===== src/core/rwa_map.vh =====
// Behaviour
// Loss-of-lock invalid group count programmable from 1 to 64.
// Run of 1 to 256 good groups lowers error count by one.
// After reset release, hunt for comma or its complement.
// Locked goes high after programmed count of valid sync groups.
// Locked stays high until the error count reaches the programmed invalid group count.
// After loss, locked stays low until sync groups are seen again.
// Count equal consecutive bits; flag when count reaches threshold.
// Run-length flag held at least two recovered word clocks.
// Threshold 4..128 step 4 (8-bit) or 5..160 step 5 (10-bit).
// Rate matcher absorbs up to 300 ppm each way.
// Local clock faster: insert skip groups.
// Local clock slower: delete skip groups.
// Twenty-word buffer; fill level decides insert or delete.
// Rate matching starts only once aligner is locked.
// Rate matching only with 8b/10b and automatic sync mode.
// Decode 10-bit group to byte plus control flag.
// Decode tables follow the standard Ethernet 8b/10b code.
// Per-byte skip deleted and skip inserted status outputs.
// Invalid group raises error count; count floors at zero.
// Skip pattern is a parameter; skips are deleted or inserted one group at a time.
`ifndef RWA_MAP_VH
`define RWA_MAP_VH

`define RWA_ADDR_CTRL 4'h0
`define RWA_ADDR_STAT 4'h4
`define RWA_CTRL_RST 32'h03FC_83C3
`define RWA_F_LOSS 5:0
`define RWA_F_GOOD 13:6
`define RWA_F_ACQ 17:14
`define RWA_F_RLV 22:18
`define RWA_B_W10 23
`define RWA_B_ENC 24
`define RWA_B_AUTO 25

`define RWA_COMMA 7'h1F
`define RWA_COMMA_N 7'h60
`define RWA_SKIP 10'h0F4
`define RWA_DEPTH 20
`define RWA_HI_MARK 5'h0E
`define RWA_LO_MARK 5'h06
`define RWA_RLV_HOLD 2'h2

`define RWA_CLK_NS 100
`define RWA_WORD_NS 800
`define RWA_WORD_DIV (`RWA_WORD_NS / `RWA_CLK_NS)

`endif


===== src/core/rwa_dec_8b10b.v =====
`timescale 1ns/1ps
`include "rwa_map.vh"

module rwa_dec_8b10b (
  input wire [9:0] code,
  output reg [7:0] data,
  output reg ctrl,
  output reg err
);

  reg [5:0] v5;
  reg [3:0] v3;

  always @*
  begin
    v5 = 6'h3F;
    case (code[9:4]) // see R16
      6'b100111, 6'b011000: v5 = 6'd0;
      6'b011101, 6'b100010: v5 = 6'd1;
      6'b101101, 6'b010010: v5 = 6'd2;
      6'b110001: v5 = 6'd3;
      6'b110101, 6'b001010: v5 = 6'd4;
      6'b101001: v5 = 6'd5;
      6'b011001: v5 = 6'd6;
      6'b111000, 6'b000111: v5 = 6'd7;
      6'b111001, 6'b000110: v5 = 6'd8;
      6'b100101: v5 = 6'd9;
      6'b010101: v5 = 6'd10;
      6'b110100: v5 = 6'd11;
      6'b001101: v5 = 6'd12;
      6'b101100: v5 = 6'd13;
      6'b011100: v5 = 6'd14;
      6'b010111, 6'b101000: v5 = 6'd15;
      6'b011011, 6'b100100: v5 = 6'd16;
      6'b100011: v5 = 6'd17;
      6'b010011: v5 = 6'd18;
      6'b110010: v5 = 6'd19;
      6'b001011: v5 = 6'd20;
      6'b101010: v5 = 6'd21;
      6'b011010: v5 = 6'd22;
      6'b111010, 6'b000101: v5 = 6'd23;
      6'b110011, 6'b001100: v5 = 6'd24;
      6'b100110: v5 = 6'd25;
      6'b010110: v5 = 6'd26;
      6'b110110, 6'b001001: v5 = 6'd27;
      6'b001110, 6'b001111, 6'b110000: v5 = 6'd28;
      6'b101110, 6'b010001: v5 = 6'd29;
      6'b011110, 6'b100001: v5 = 6'd30;
      6'b101011, 6'b010100: v5 = 6'd31;
      default: v5 = 6'h3F;
    endcase
    case (code[3:0])
      4'b1011, 4'b0100: v3 = 4'd0;
      4'b1001: v3 = 4'd1;
      4'b0101: v3 = 4'd2;
      4'b1100, 4'b0011: v3 = 4'd3;
      4'b1101, 4'b0010: v3 = 4'd4;
      4'b1010: v3 = 4'd5;
      4'b0110: v3 = 4'd6;
      4'b1110, 4'b0001, 4'b0111, 4'b1000: v3 = 4'd7;
      default: v3 = 4'hF;
    endcase
    ctrl = (code[9:4] == 6'b001111) || (code[9:4] == 6'b110000) ||
      ((code[3:0] == 4'b1000 || code[3:0] == 4'b0111) &&
      (v5 == 6'd23 || v5 == 6'd27 || v5 == 6'd29 || v5 == 6'd30));
    err = v5[5] | v3[3];
    data = {v3[2:0], v5[4:0]};
  end

endmodule // rwa_dec_8b10b


===== src/core/rwa_top.v =====
`timescale 1ns/1ps
`include "rwa_map.vh"

module rwa_top #(
  parameter DEPTH = `RWA_DEPTH,
  parameter WORD_DIV = `RWA_WORD_DIV,
  parameter [9:0] SKIP_CODE = `RWA_SKIP
) (
  input wire clk,
  input wire reset,
  input wire [3:0] avs_address,
  input wire avs_read,
  input wire avs_write,
  input wire [31:0] avs_writedata,
  input wire [3:0] avs_byteenable,
  output reg [31:0] avs_readdata,
  output reg avs_waitrequest,
  input wire rx_rclk,
  input wire [9:0] rx_code,
  output reg [7:0] rx_data,
  output reg rx_ctrl,
  output reg rx_err,
  output reg rx_valid,
  output reg rx_locked,
  output reg rx_runlen,
  output reg rx_skip_del,
  output reg rx_skip_ins
);

  localparam ST_HUNT = 2'd0;
  localparam ST_ACQ = 2'd1;
  localparam ST_LOCK = 2'd2;

  ////////////////////////////////////////////////////////////////////////
  // Register slave

  reg [31:0] ctrl_r;
  reg [1:0] state_r;
  reg [6:0] errc_r;
  reg [4:0] level_r;
  integer b;

  wire bus_req = avs_read | avs_write;
  wire bus_done = bus_req & ~avs_waitrequest;

  always @(posedge clk)
  begin
    if (reset)
    begin
      avs_waitrequest <= 1'b1;
      avs_readdata <= 32'h0000_0000;
      ctrl_r <= `RWA_CTRL_RST;
    end
    else
    begin
      avs_waitrequest <= ~(bus_req & avs_waitrequest);
      if (avs_read & avs_waitrequest)
      begin
        case (avs_address)
          `RWA_ADDR_CTRL: avs_readdata <= ctrl_r;
          `RWA_ADDR_STAT: avs_readdata <= {16'h0000, state_r, errc_r,
            level_r, rx_runlen, rx_locked};
          default: avs_readdata <= 32'h0000_0000;
        endcase
      end
      if (bus_done & avs_write & (avs_address == `RWA_ADDR_CTRL))
      begin
        for (b = 0; b < 4; b = b + 1)
        begin
          if (avs_byteenable[b])
            ctrl_r[b*8 +: 8] <= avs_writedata[b*8 +: 8];
        end
      end
    end
  end

  wire [6:0] loss_thr = {1'b0, ctrl_r[`RWA_F_LOSS]} + 7'd1;
  wire [8:0] good_thr = {1'b0, ctrl_r[`RWA_F_GOOD]} + 9'd1;
  wire [4:0] acq_thr = {1'b0, ctrl_r[`RWA_F_ACQ]} + 5'd1;
  wire w10 = ctrl_r[`RWA_B_W10];
  wire rm_en = ctrl_r[`RWA_B_ENC] & ctrl_r[`RWA_B_AUTO];

  ////////////////////////////////////////////////////////////////////////
  // Link sampling

  reg [2:0] rclk_sync_r;
  reg [9:0] code_s1_r;
  reg [9:0] code_s2_r;
  reg [9:0] prev_r;
  wire word_ev = rclk_sync_r[1] & ~rclk_sync_r[2];

  always @(posedge clk)
  begin
    if (reset)
    begin
      rclk_sync_r <= 3'b000;
      code_s1_r <= 10'h000;
      code_s2_r <= 10'h000;
      prev_r <= 10'h000;
    end
    else
    begin
      rclk_sync_r <= {rclk_sync_r[1:0], rx_rclk};
      code_s1_r <= rx_code;
      code_s2_r <= code_s1_r;
      if (word_ev)
        prev_r <= code_s2_r;
    end
  end

  wire [19:0] win = {prev_r, code_s2_r};

  ////////////////////////////////////////////////////////////////////////
  // Comma search and sync machine

  reg [3:0] off_r;
  reg [3:0] hit_off;
  reg hit_any;
  integer k;

  always @*
  begin
    hit_any = 1'b0;
    hit_off = 4'h0;
    for (k = 9; k >= 0; k = k - 1)
    begin
      if (win[9+k -: 7] == `RWA_COMMA || win[9+k -: 7] == `RWA_COMMA_N)
      begin
        hit_any = 1'b1;
        hit_off = k[3:0];
      end
    end
  end

  wire [9:0] grp = win[9+off_r -: 10];
  wire grp_comma = (grp[9:3] == `RWA_COMMA) || (grp[9:3] == `RWA_COMMA_N);
  wire grp_bad;

  rwa_dec_8b10b u_chk (
    .code(grp),
    .data(),
    .ctrl(),
    .err(grp_bad)
  );

  reg [4:0] acq_r;
  reg [8:0] good_r;

  always @(posedge clk)
  begin
    if (reset)
    begin
      state_r <= ST_HUNT;
      off_r <= 4'h0;
      acq_r <= 5'h00;
      good_r <= 9'h000;
      errc_r <= 7'h00;
      rx_locked <= 1'b0;
    end
    else if (word_ev)
    begin
      case (state_r)
        ST_HUNT:
        begin
          errc_r <= 7'h00;
          good_r <= 9'h000;
          if (hit_any)
          begin
            off_r <= hit_off;
            acq_r <= 5'h01;
            if (acq_thr == 5'h01)
            begin
              state_r <= ST_LOCK;
              rx_locked <= 1'b1;
            end
            else
              state_r <= ST_ACQ;
          end
        end
        ST_ACQ:
        begin
          if (grp_bad)
            state_r <= ST_HUNT;
          else if (grp_comma)
          begin
            acq_r <= acq_r + 5'h01;
            if (acq_r + 5'h01 >= acq_thr)
            begin
              state_r <= ST_LOCK;
              rx_locked <= 1'b1; // see R04
            end
          end
        end
        ST_LOCK:
        begin
          if (grp_bad)
          begin
            good_r <= 9'h000;
            if (errc_r + 7'h01 >= loss_thr) // see R05
            begin
              state_r <= ST_HUNT;
              rx_locked <= 1'b0;
              errc_r <= 7'h00;
            end
            else
              errc_r <= errc_r + 7'h01;
          end
          else if (good_r + 9'h001 >= good_thr)
          begin
            good_r <= 9'h000;
            if (errc_r != 7'h00)
              errc_r <= errc_r - 7'h01;
          end
          else
            good_r <= good_r + 9'h001;
        end
        default:
        begin
          state_r <= ST_HUNT;
          rx_locked <= 1'b0;
        end
      endcase
    end
  end

  ////////////////////////////////////////////////////////////////////////
  // Run-length check

  reg [7:0] rl_cnt_r;
  reg rl_bit_r;
  reg [1:0] rl_hold_r;
  reg [7:0] rl_cnt;
  reg rl_viol;
  reg [7:0] rl_thr;
  integer i;

  always @*
  begin
    rl_thr = w10 ? {ctrl_r[`RWA_F_RLV], 2'b00} + {3'b000, ctrl_r[`RWA_F_RLV]}
      + 8'd5 : {1'b0, ctrl_r[`RWA_F_RLV], 2'b00} + 8'd4;
    rl_cnt = rl_cnt_r;
    rl_viol = 1'b0;
    for (i = 9; i >= 0; i = i - 1)
    begin
      if (grp[i] == ((i == 9) ? rl_bit_r : grp[i+1]))
      begin
        if (rl_cnt != 8'hFF)
          rl_cnt = rl_cnt + 8'h01;
      end
      else
        rl_cnt = 8'h01;
      if (rl_cnt >= rl_thr)
        rl_viol = 1'b1;
    end
  end

  always @(posedge clk)
  begin
    if (reset)
    begin
      rl_cnt_r <= 8'h00;
      rl_bit_r <= 1'b0;
      rl_hold_r <= 2'b00;
      rx_runlen <= 1'b0;
    end
    else if (word_ev)
    begin
      rl_cnt_r <= rl_cnt;
      rl_bit_r <= grp[0];
      if (rl_viol)
      begin
        rx_runlen <= 1'b1;
        rl_hold_r <= `RWA_RLV_HOLD;
      end
      else if (rl_hold_r > 2'b01)
        rl_hold_r <= rl_hold_r - 2'b01;
      else
      begin
        rl_hold_r <= 2'b00;
        rx_runlen <= 1'b0;
      end
    end
  end

  ////////////////////////////////////////////////////////////////////////
  // Rate match buffer

  reg [9:0] mem [0:DEPTH-1];
  reg [4:0] wr_ptr_r;
  reg [4:0] rd_ptr_r;
  reg [7:0] tick_cnt_r;
  reg del_pend_r;
  reg [9:0] head;

  wire tick = (tick_cnt_r == WORD_DIV - 1);
  wire full = (level_r == DEPTH);
  wire empty = (level_r == 5'h00);
  wire is_skip = (grp == SKIP_CODE);
  wire take = word_ev & (rx_locked | ~rm_en);
  wire drop = take & rm_en & is_skip & (level_r >= `RWA_HI_MARK);
  wire push = take & ~drop & ~full;
  wire rep = tick & rm_en & ~empty & (level_r <= `RWA_LO_MARK) &
    (mem[rd_ptr_r] == SKIP_CODE); // see R11
  wire pop = tick & ~empty & ~rep;

  always @*
  begin
    head = mem[rd_ptr_r];
  end

  wire [7:0] out_dat;
  wire out_ctl;
  wire out_bad;

  rwa_dec_8b10b u_dec (
    .code(head),
    .data(out_dat),
    .ctrl(out_ctl),
    .err(out_bad)
  );

  always @(posedge clk)
  begin
    if (push)
      mem[wr_ptr_r] <= grp;
  end

  always @(posedge clk)
  begin
    if (reset)
    begin
      wr_ptr_r <= 5'h00;
      rd_ptr_r <= 5'h00;
      level_r <= 5'h00;
      tick_cnt_r <= 8'h00;
      del_pend_r <= 1'b0;
      rx_valid <= 1'b0;
      rx_data <= 8'h00;
      rx_ctrl <= 1'b0;
      rx_err <= 1'b0;
      rx_skip_del <= 1'b0;
      rx_skip_ins <= 1'b0;
    end
    else
    begin
      tick_cnt_r <= tick ? 8'h00 : tick_cnt_r + 8'h01;
      if (push)
        wr_ptr_r <= (wr_ptr_r == DEPTH - 1) ? 5'h00 : wr_ptr_r + 5'h01;
      if (pop)
        rd_ptr_r <= (rd_ptr_r == DEPTH - 1) ? 5'h00 : rd_ptr_r + 5'h01;
      level_r <= level_r + {4'h0, push} - {4'h0, pop}; // see R10
      rx_valid <= pop | rep;
      if (pop | rep)
      begin
        rx_data <= out_dat;
        rx_ctrl <= out_ctl;
        rx_err <= out_bad;
      end
      rx_skip_ins <= rep;
      rx_skip_del <= (pop | rep) & (del_pend_r | drop);
      if (drop)
        del_pend_r <= 1'b1;
      else if (pop | rep)
        del_pend_r <= 1'b0;
    end
  end

endmodule // rwa_top


===== config.mk =====
export PLATFORM = sky130hd
export DESIGN_NAME = rwa_top
export DESIGN_NICKNAME = d
export VERILOG_FILES = /design/src/core/rwa_dec_8b10b.v /design/src/core/rwa_top.v
export VERILOG_INCLUDE_DIRS = /design/src /design/src/core
export SDC_FILE = /design/constraint.sdc
export NUM_CORES = 1
export LEC_CHECK = 0
export ABC_AREA = 0
export BUFFER_PORTS_ARGS = -buffer_cell sky130_fd_sc_hd__buf_2
export CAP_MARGIN = 20
export CORE_UTILIZATION = 45
export DETAILED_ROUTE_END_ITERATION = 12
export PLACE_DENSITY_LB_ADDON = 0.25
export SETUP_SLACK_MARGIN = 0.15
export SYNTH_ARGS = -nofsm -noshare
export SYNTH_HDL_FRONTEND = slang
export SYNTH_SLANG_ARGS = --single-unit

===== constraint.sdc =====
create_clock -name clk -period 22.9 [get_ports clk]
set_input_delay 1.145 -clock clk [delete_from_list [all_inputs] [get_ports clk]]
set_output_delay 1.145 -clock clk [all_outputs]
set_load 0.01 [all_outputs]

# Yosys cells after proc, flatten, opt, wreduce, memory -nomap -nowiden
# Memories as Yosys holds them, arrays and structs flattened. A register that Yosys moved wholly into a read port is not among the register bits.
# Index checks and enable logic that the tools add are counted.
dict set report totals {
  register_bits 175
  latchBits 0
  ramBits 200
  rom_bits 896
  inputBits 55
  output_inout_bits 48
  elab_cells 315
  mem_count 5
}
# memory words width rd rd_clocked_by_memory_dff write_ports line
set memory_table {}
lappend memory_table {{(no name shown)} 64 6 1 0 0 rwa_dec_8b10b.v:17} ;# case (code[9:4])
lappend memory_table {{(no name shown)} 64 6 1 0 0 rwa_dec_8b10b.v:17}
lappend memory_table {mem 20 10 1 1 1 rwa_top.v:288} ;# reg [9:0] mem [0:DEPTH-1];
lappend memory_table {{(no name shown)} 16 4 1 0 0 rwa_dec_8b10b.v:52} ;# case (code[3:0])
lappend memory_table {{(no name shown)} 16 4 1 0 0 rwa_dec_8b10b.v:52}
dict set report op_classes {
  addsub 27
  n_mul 0
  div 0
  n_lt_le_gt_ge 16
  eq_ne 72
  n_shift 1
  mux 92
  bitwise_logic 34
  n_reduce_logical 37
}
# operator n
set op_table {}
lappend op_table {{$mux W8} 21}
lappend op_table {{$add A8 B1 Y8 const B} 11}
lappend op_table {{$ge A8 B8 Y1} 10}
lappend op_table {{$ne A8 B8 Y1 const B} 10}
lappend op_table {{$eq A7 B5 Y1 const B} 11}
lappend op_table {{$eq A7 B7 Y1 const B} 11}
lappend op_table {{$pmux W32 S2} 1}
lappend op_table {{$mux W4} 10}
lappend op_table {{$mux W5} 7}
lappend op_table {{$mux W1} 33}
lappend op_table {{$shiftx A29 B6 Y10} 1}
lappend op_table {{$mux W7} 4}
lappend op_table {{$eq A6 B5 Y1 const B} 4}
lappend op_table {{$and A1 B1 Y1} 20}
lappend op_table {{$eq A10 B8 Y1 const B} 2}
lappend op_table {{$mux W2} 9}
lappend op_table {{$mux W9} 2}
lappend op_table {{$pmux W9 S2} 1}
lappend op_table {{$logic_or A1 B1 Y1} 17}
lappend op_table {{$ne A2 B2 Y1 const B} 8}
lappend op_table {{$add A5 B1 Y5 const B} 3}
lappend op_table {{$eq A5 B5 Y1 const B} 3}
lappend op_table {{$pmux W7 S2} 1}
lappend op_table {{$ne A3 B3 Y1 const B} 4}
lappend op_table {{other kinds (46)} 75}

# Logic depth before layout (Yosys ltp)
dict set report logic_depth {
  depth_word 35
  ltp_mapped 56
  mapped_depth_nobuf 52
}

# Hierarchy
# From an unflattened synthesis, not the netlist that was laid out.
dict set report hier_totals {
  cells_unflattened 2455
  area_unflattened_um2 23875.4
}
# module instances cells_each area_per_inst_um2 seq_area_each_um2
set modules_own_cells {}
lappend modules_own_cells {rwa_top 1 2200 22105.0 9609.2}
lappend modules_own_cells {{rwa_dec_8b10b (u_dec)} 1 123 889.6 0.0}
lappend modules_own_cells {{rwa_dec_8b10b (u_chk)} 1 132 880.8 0.0}

# Least setup slack after synthesis
# Ideal clock, no wire load.
dict set report synth_path {
  path_kind {reg2reg}
  startpoint {register off_r[1]}
  endpoint {register rl_hold_r[1]}
  setup_time_ps 132
  arrival_time_ps 10792
  required_time_ps 22768
  path_slack_ps 11976
  path_stages_with_launch 52
  n_path_buf 3
  period_less_slack_ps 10924
  cell_sequence {dfxtp_1 > buf_2 > buf_1 > mux2_2 > mux2i_1 > o21ai_0 > nor2b_1 > a31oi_1 > ha_1 > inv_1 > o21ai_0 > ha_1 > nor2b_1 > nand3b_1 > a2111oi_0 > a211oi_1 > nand2b_1 > a221oi_4 > [16 not listed] > nand3_2 > or4b_4 > nor3b_1 > ha_1 > nand2b_1 > a21o_1 > a21oi_1 > nor2b_1 > o21ai_0 > nand2b_1 > a21oi_1 > o21ai_0 > nor4_1 > o221ai_1 > a211o_1 > a31oi_1 > nand2b_1 > a21oi_1}
}
dict set report synth_between {
  elab_chain_cells 34
  word_cells_on_any_way 70
  classes_between {add/sub (10); order compare (10); eq/ne (19); shift (1); mux (30)}
}
# element line
set synth_rtl {}
lappend synth_rtl {{start: declaration} rwa_top.v:116} ;# reg [3:0] off_r;
lappend synth_rtl {{start signal: assignment} rwa_top.v:169} ;# off_r <= hit_off;
lappend synth_rtl {{$add A4 B4 Y5 *} rwa_top.v:135} ;# wire [9:0] grp = win[9+off_r -: 10];
lappend synth_rtl {{$shiftx A29 B6 Y10 *} rwa_top.v:135}
lappend synth_rtl {{$eq A1 B1 Y1} rwa_top.v:245} ;# if (grp[i] == ((i == 9) ? rl_bit_r : grp[i+1]))
lappend synth_rtl {{$mux W8} rwa_top.v:245}
lappend synth_rtl {{$add A8 B1 Y8 / $ne A8 B8 Y1 (equally long branches)} {rwa_top.v:248, rwa_top.v:247}}
lappend synth_rtl {{$mux W8} rwa_top.v:247} ;# if (rl_cnt != 8'hFF)
lappend synth_rtl {{$mux W8} rwa_top.v:245}
lappend synth_rtl {{$add A8 B1 Y8 / $ne A8 B8 Y1 (equally long branches)} {rwa_top.v:248, rwa_top.v:247}}
lappend synth_rtl {{[18 not listed]} n/a}
lappend synth_rtl {{$mux W8} rwa_top.v:247}
lappend synth_rtl {{$mux W8} rwa_top.v:245}
lappend synth_rtl {{$add A8 B1 Y8 / $ne A8 B8 Y1 (equally long branches)} {rwa_top.v:248, rwa_top.v:247}}
lappend synth_rtl {{$mux W8} rwa_top.v:247}
lappend synth_rtl {{$mux W8} rwa_top.v:245}
lappend synth_rtl {{$ge A8 B8 Y1} rwa_top.v:252} ;# if (rl_cnt >= rl_thr)
lappend synth_rtl {{$mux W1 *} rwa_top.v:252}
lappend synth_rtl {{$mux W2 *} rwa_top.v:270} ;# if (rl_viol)
lappend synth_rtl {{end signal: assignment} rwa_top.v:273} ;# rl_hold_r <= `RWA_RLV_HOLD;
lappend synth_rtl {{end signal: assignment} rwa_top.v:276} ;# rl_hold_r <= rl_hold_r - 2'b01;
lappend synth_rtl {{end: declaration} rwa_top.v:231} ;# reg [1:0] rl_hold_r;
# Mark *: on every way between the ends. The rest lies on a longest branch, timed or not.
# A chain may end at the register's enable or synchronous reset.

# Worst setup path in the final report
dict set report layout_path {
  startpoint {register off_r[0]}
  endpoint {register rx_runlen}
}
dict set report layout_between {
  elab_chain_cells 35
  word_cells_on_any_way 72
  classes_between {add/sub (10); order compare (10); eq/ne (20); shift (1); mux (30); reduce/logical (1)}
}
# element line
set layout_rtl {}
lappend layout_rtl {{$add A4 B4 Y5 *} rwa_top.v:135}
lappend layout_rtl {{$shiftx A29 B6 Y10 *} rwa_top.v:135}
lappend layout_rtl {{$eq A1 B1 Y1} rwa_top.v:245}
lappend layout_rtl {{$mux W8} rwa_top.v:245}
lappend layout_rtl {{$add A8 B1 Y8 / $ne A8 B8 Y1 (equally long branches)} {rwa_top.v:248, rwa_top.v:247}}
lappend layout_rtl {{$mux W8} rwa_top.v:247}
lappend layout_rtl {{$mux W8} rwa_top.v:245}
lappend layout_rtl {{$add A8 B1 Y8 / $ne A8 B8 Y1 (equally long branches)} {rwa_top.v:248, rwa_top.v:247}}
lappend layout_rtl {{[19 not listed]} n/a}
lappend layout_rtl {{$mux W8} rwa_top.v:245}
lappend layout_rtl {{$add A8 B1 Y8 / $ne A8 B8 Y1 (equally long branches)} {rwa_top.v:248, rwa_top.v:247}}
lappend layout_rtl {{$mux W8} rwa_top.v:247}
lappend layout_rtl {{$mux W8} rwa_top.v:245}
lappend layout_rtl {{$ge A8 B8 Y1} rwa_top.v:252}
lappend layout_rtl {{$mux W1 *} rwa_top.v:252}
lappend layout_rtl {{$ne A2 B2 Y1 (no source line)} n/a}
lappend layout_rtl {{$reduce_and A2 Y1 (no source line)} n/a}
lappend layout_rtl {{end signal: assignment} rwa_top.v:264} ;# rx_runlen <= 1'b0;
lappend layout_rtl {{end signal: assignment} rwa_top.v:272} ;# rx_runlen <= 1'b1;
lappend layout_rtl {{end signal: assignment} rwa_top.v:280} ;# rx_runlen <= 1'b0;
lappend layout_rtl {{end: declaration} rwa_top.v:25} ;# output reg rx_runlen,
# Marked as above.

==> metrics.cfg <==
[run_status]
status=complete, no violations

[synthesis]
synthMostInstantiatedCell=nor2_1
yosys-top-cells-area=edfxtp_1 27%, dfxtp_1 16%, ha_1 8.3%
async_reset_ff_share_pct=0
synth_edf_count=200
yosysWarningCount=0
ys_seq_area_share_pct=42.5
synth_flop_cell=edfxtp_1
synthDistinctLibCells=99
syn-cell-area_mm2=0.0226
synth_top_area_cell=edfxtp_1
yosys-top-cells-count=202 x nor2_1, 201 x nand2_1, 200 x edfxtp_1
ys_ff_latch=380
avgSynthCellArea_um2=9.88
synth_top_area_share_pct=26.6
postSynthNetCount=2492
synthCells=2287

[pwr]
p_leak_nw=9.38
power.density_mw_per_mm2=62.0
clkPwrFrac_pct=41.7
ir_drop_mv=0.0598
p_int_mw=1.17
swShare_pct=25.0
switchingPower_uw=389
power_frac_seq_pct=46.7
p_comb_share_pct=11.5

[timing]
worst_slew_pin_slew_ps=1100
finalCritPeriodShare_pct=56.9
relSlewSlack_pct=26.3
timing.final.max_slew_violations=0
setup_violations=0
fmax_ghz=0.0767
post-route-min-period_ps=13030
hold_viol_final=0
tns_ps=0
grt_setup_unrepaired=no
fin_skew_ps=20.3

[grt]
grt_pass1_vias=17200
grt_max_degree=89
grt_use_total_pct=23.0
overflow=0
grt_pass1_wl_um=93500
antenna_found_initial=0

[floorplanning]
dieHeight_um=226
coreArea_mm2=0.0493
fp.dieW_um=226
ios=103
floorplan.initialDensity_pct=45.9
dieArea_mm2=0.0511
std_cell_rows=81

[worst_hold_path]
worstHoldStart=code_s1_r[3]
hold_path.class=register to register
hold_path_depth=1
min_to=code_s2_r[3]

[setup_path]
path_delay_family=compound AO/OA/AOI/OAI gates
end_kind=register
rrSetupSlack_ps=9870
worst_ep_arrival_time_ps=13430
crit_type=register to register
reg2reg_depth=50
crit_slowest_cell=dfxtp_1
r2r-end=rx_runlen
cp_num_buf_inv=2
reg2reg_from=off_r[0]
start_kind=register
critical_path.max_fanout=24
cpPeakStageDelay_ps=950
critPathRequiredTime_ps=23300

[placement]
gp_congestion=0.907
hpwl_um=42000
placed_area_mm2=0.0237
port_buffers=102

[cells_and_area]
areaGrowthSynthToFinish_pct=11.0
fillers=4463
n_antenna_cell=0
design_area_mm2=0.0251
nNetsFinal=2543
layout-drive-gt1-share_pct=13.9

[route]
wl_per_cell_um=19.4
dr.pass1.iters=7
drtIter0Drc=1277
wirelength_um=58800
drc=0
dr_total_vias=18100
avgViaCountPerCell=5.95
drtAntennaViolNets=0

[clock_network]
cts.htree.levels=2
numCtsBuffers=40
cts_root_buffer=clkbuf_16
post_cts_resized=0
tritoncts=done
clk_pin_slew_ps=60
post-cts-setup-buffer-count=0
cts_max_path_buffers=3
holdBufCountCts=0
clkLatencyLatePin_ps=560
cts_sinks=380

[flow_run]
maxCapViolations=0

[metal layers]
layer,global-route usage (%),part of all wire [%],up-vias
met1,31.9,45,8809
met3,2.63,4.7,98
li1,-,-,8665
met4,6.12,2.3,0
met5,0,0,-
met2,38.0,48,479
[worst max path at each step]
stage,from,to,slack (ps),depth (start not counted)
floorplan,off_r[1],rl_hold_r[1],11980,51
detailed placement,off_r[0],rl_hold_r[1],10090,50
global placement,off_r[0],rx_runlen,10600,50
finish,off_r[0],rx_runlen,9870,50
CTS,off_r[0],rx_runlen,10080,50
global route,off_r[0],rl_hold_r[1],8510,50
[worst reg2reg max path: cells and delay by family, from the launching register on]
family / cells / cell delay [ps]
AO/OA/AOI/OAI: 25 / 6210
AND/OR/NAND/NOR: 18 / 3610
adder cells (fa/ha/maj): 4 / 1330
flip-flops: 1 / 950
buffers and inverters: 2 / 440
multiplexers: 1 / 340
[layout by cell type (no fill, tap or decap), types with 10 or more instances in the layout]
cell       netlist  routed
nand3_1        120     120
mux2i_1         35      35
xnor2_1         34      34
mux4_2          69      69
edfxtp_1       200     200
o211ai_1        21      21
buf_2           11     101
a221oi_1        21      21
nand4_1         26      26
a21oi_1        181     180
nand2_1        201     201
buf_4            0      22
a211oi_1        21      21
nor2b_1         54      53
ha_1           149     149
inv_1           80      80
xor2_1          28      28
a22oi_1         16      16
mux2_2          12      12
and2_1          21      21
o21ai_0         83      83
a21o_1          24      24
nor4_1          15      14
clkbuf_16        0      40
nor2_1         202     202
or3_1           16      16
a31o_2          10      10
or2_2           13      13
a31oi_1         25      25
nand2b_1        37      37
and3_1          29      29
nor3_1          61      57
dfxtp_1        180     178
[layout make-up]
type / count / area, um2 / share of cell area (%)
timing repair buffer: 125 / 726 / 2.89
clock inverter: 22 / 248 / 0.988
tap: 664 / 831 / 3.31
clock buffer: 52 / 1080 / 4.29
multi-input combinational: 1709 / 12300 / 48.9
sequential: 380 / 9610 / 38.3
inverter: 82 / 308 / 1.23
[power groups by stage]
stage,Clock (mW),Combinational [mW],Sequential [mW]
2_1_floorplan,0,0.124,0.739
3_3_place_gp,0,0.173,0.741
3_5_place_dp,0,0.175,0.741
4_1_cts,0.661,0.177,0.726
5_1_grt,0.688,0.200,0.727
6_report,0.649,0.179,0.727
[metrics by stage]
stage / setup slack, ps / hold WS [ps] / util, % / instances / power, mW
floorplan: 11980 / 413 / - / 2287 / 0.862
global placement: 10600 / 423 / 48.1 / 2958 / 0.914
detailed placement: 10090 / 433 / 48.2 / 2959 / 0.916
CTS: 10080 / 446 / 50.9 / 3033 / 1.56
global route: 8510 / 459 / 50.9 / 3034 / 1.61
finish: 9870 / 441 / 50.9 / 3034 / 1.55
[cells by family (layout without fill, tap and decap cells)]
logic type,after synthesis,in the layout,synth area share [%]
and+or+nand+nor,840,840,18.2
AOI/OAI and AO/OA,534,534,15.9
muxes,116,116,9.03
buffers and inverters,198,281,3.36
DFF,380,380,42.5
xor gates and xnor gates,62,62,2.40
adders and majority gates,157,157,8.65
[state kept, by name (all words and copies together), names as in the netlist, 3 cells and up, named ones only]
signal and cells:
mem 200, avs_readdata 32, ctrl_r 32, code_s1_r 10, code_s2_r 10, prev_r 10, good_r 9, rl_cnt_r 8
rx_data 8, tick_cnt_r 8, errc_r 7, acq_r 5, level_r 5, rd_ptr_r 5, wr_ptr_r 5, off_r 4
rclk_sync_r 3
No activity file was read; power rests on OpenSTA's default activity.
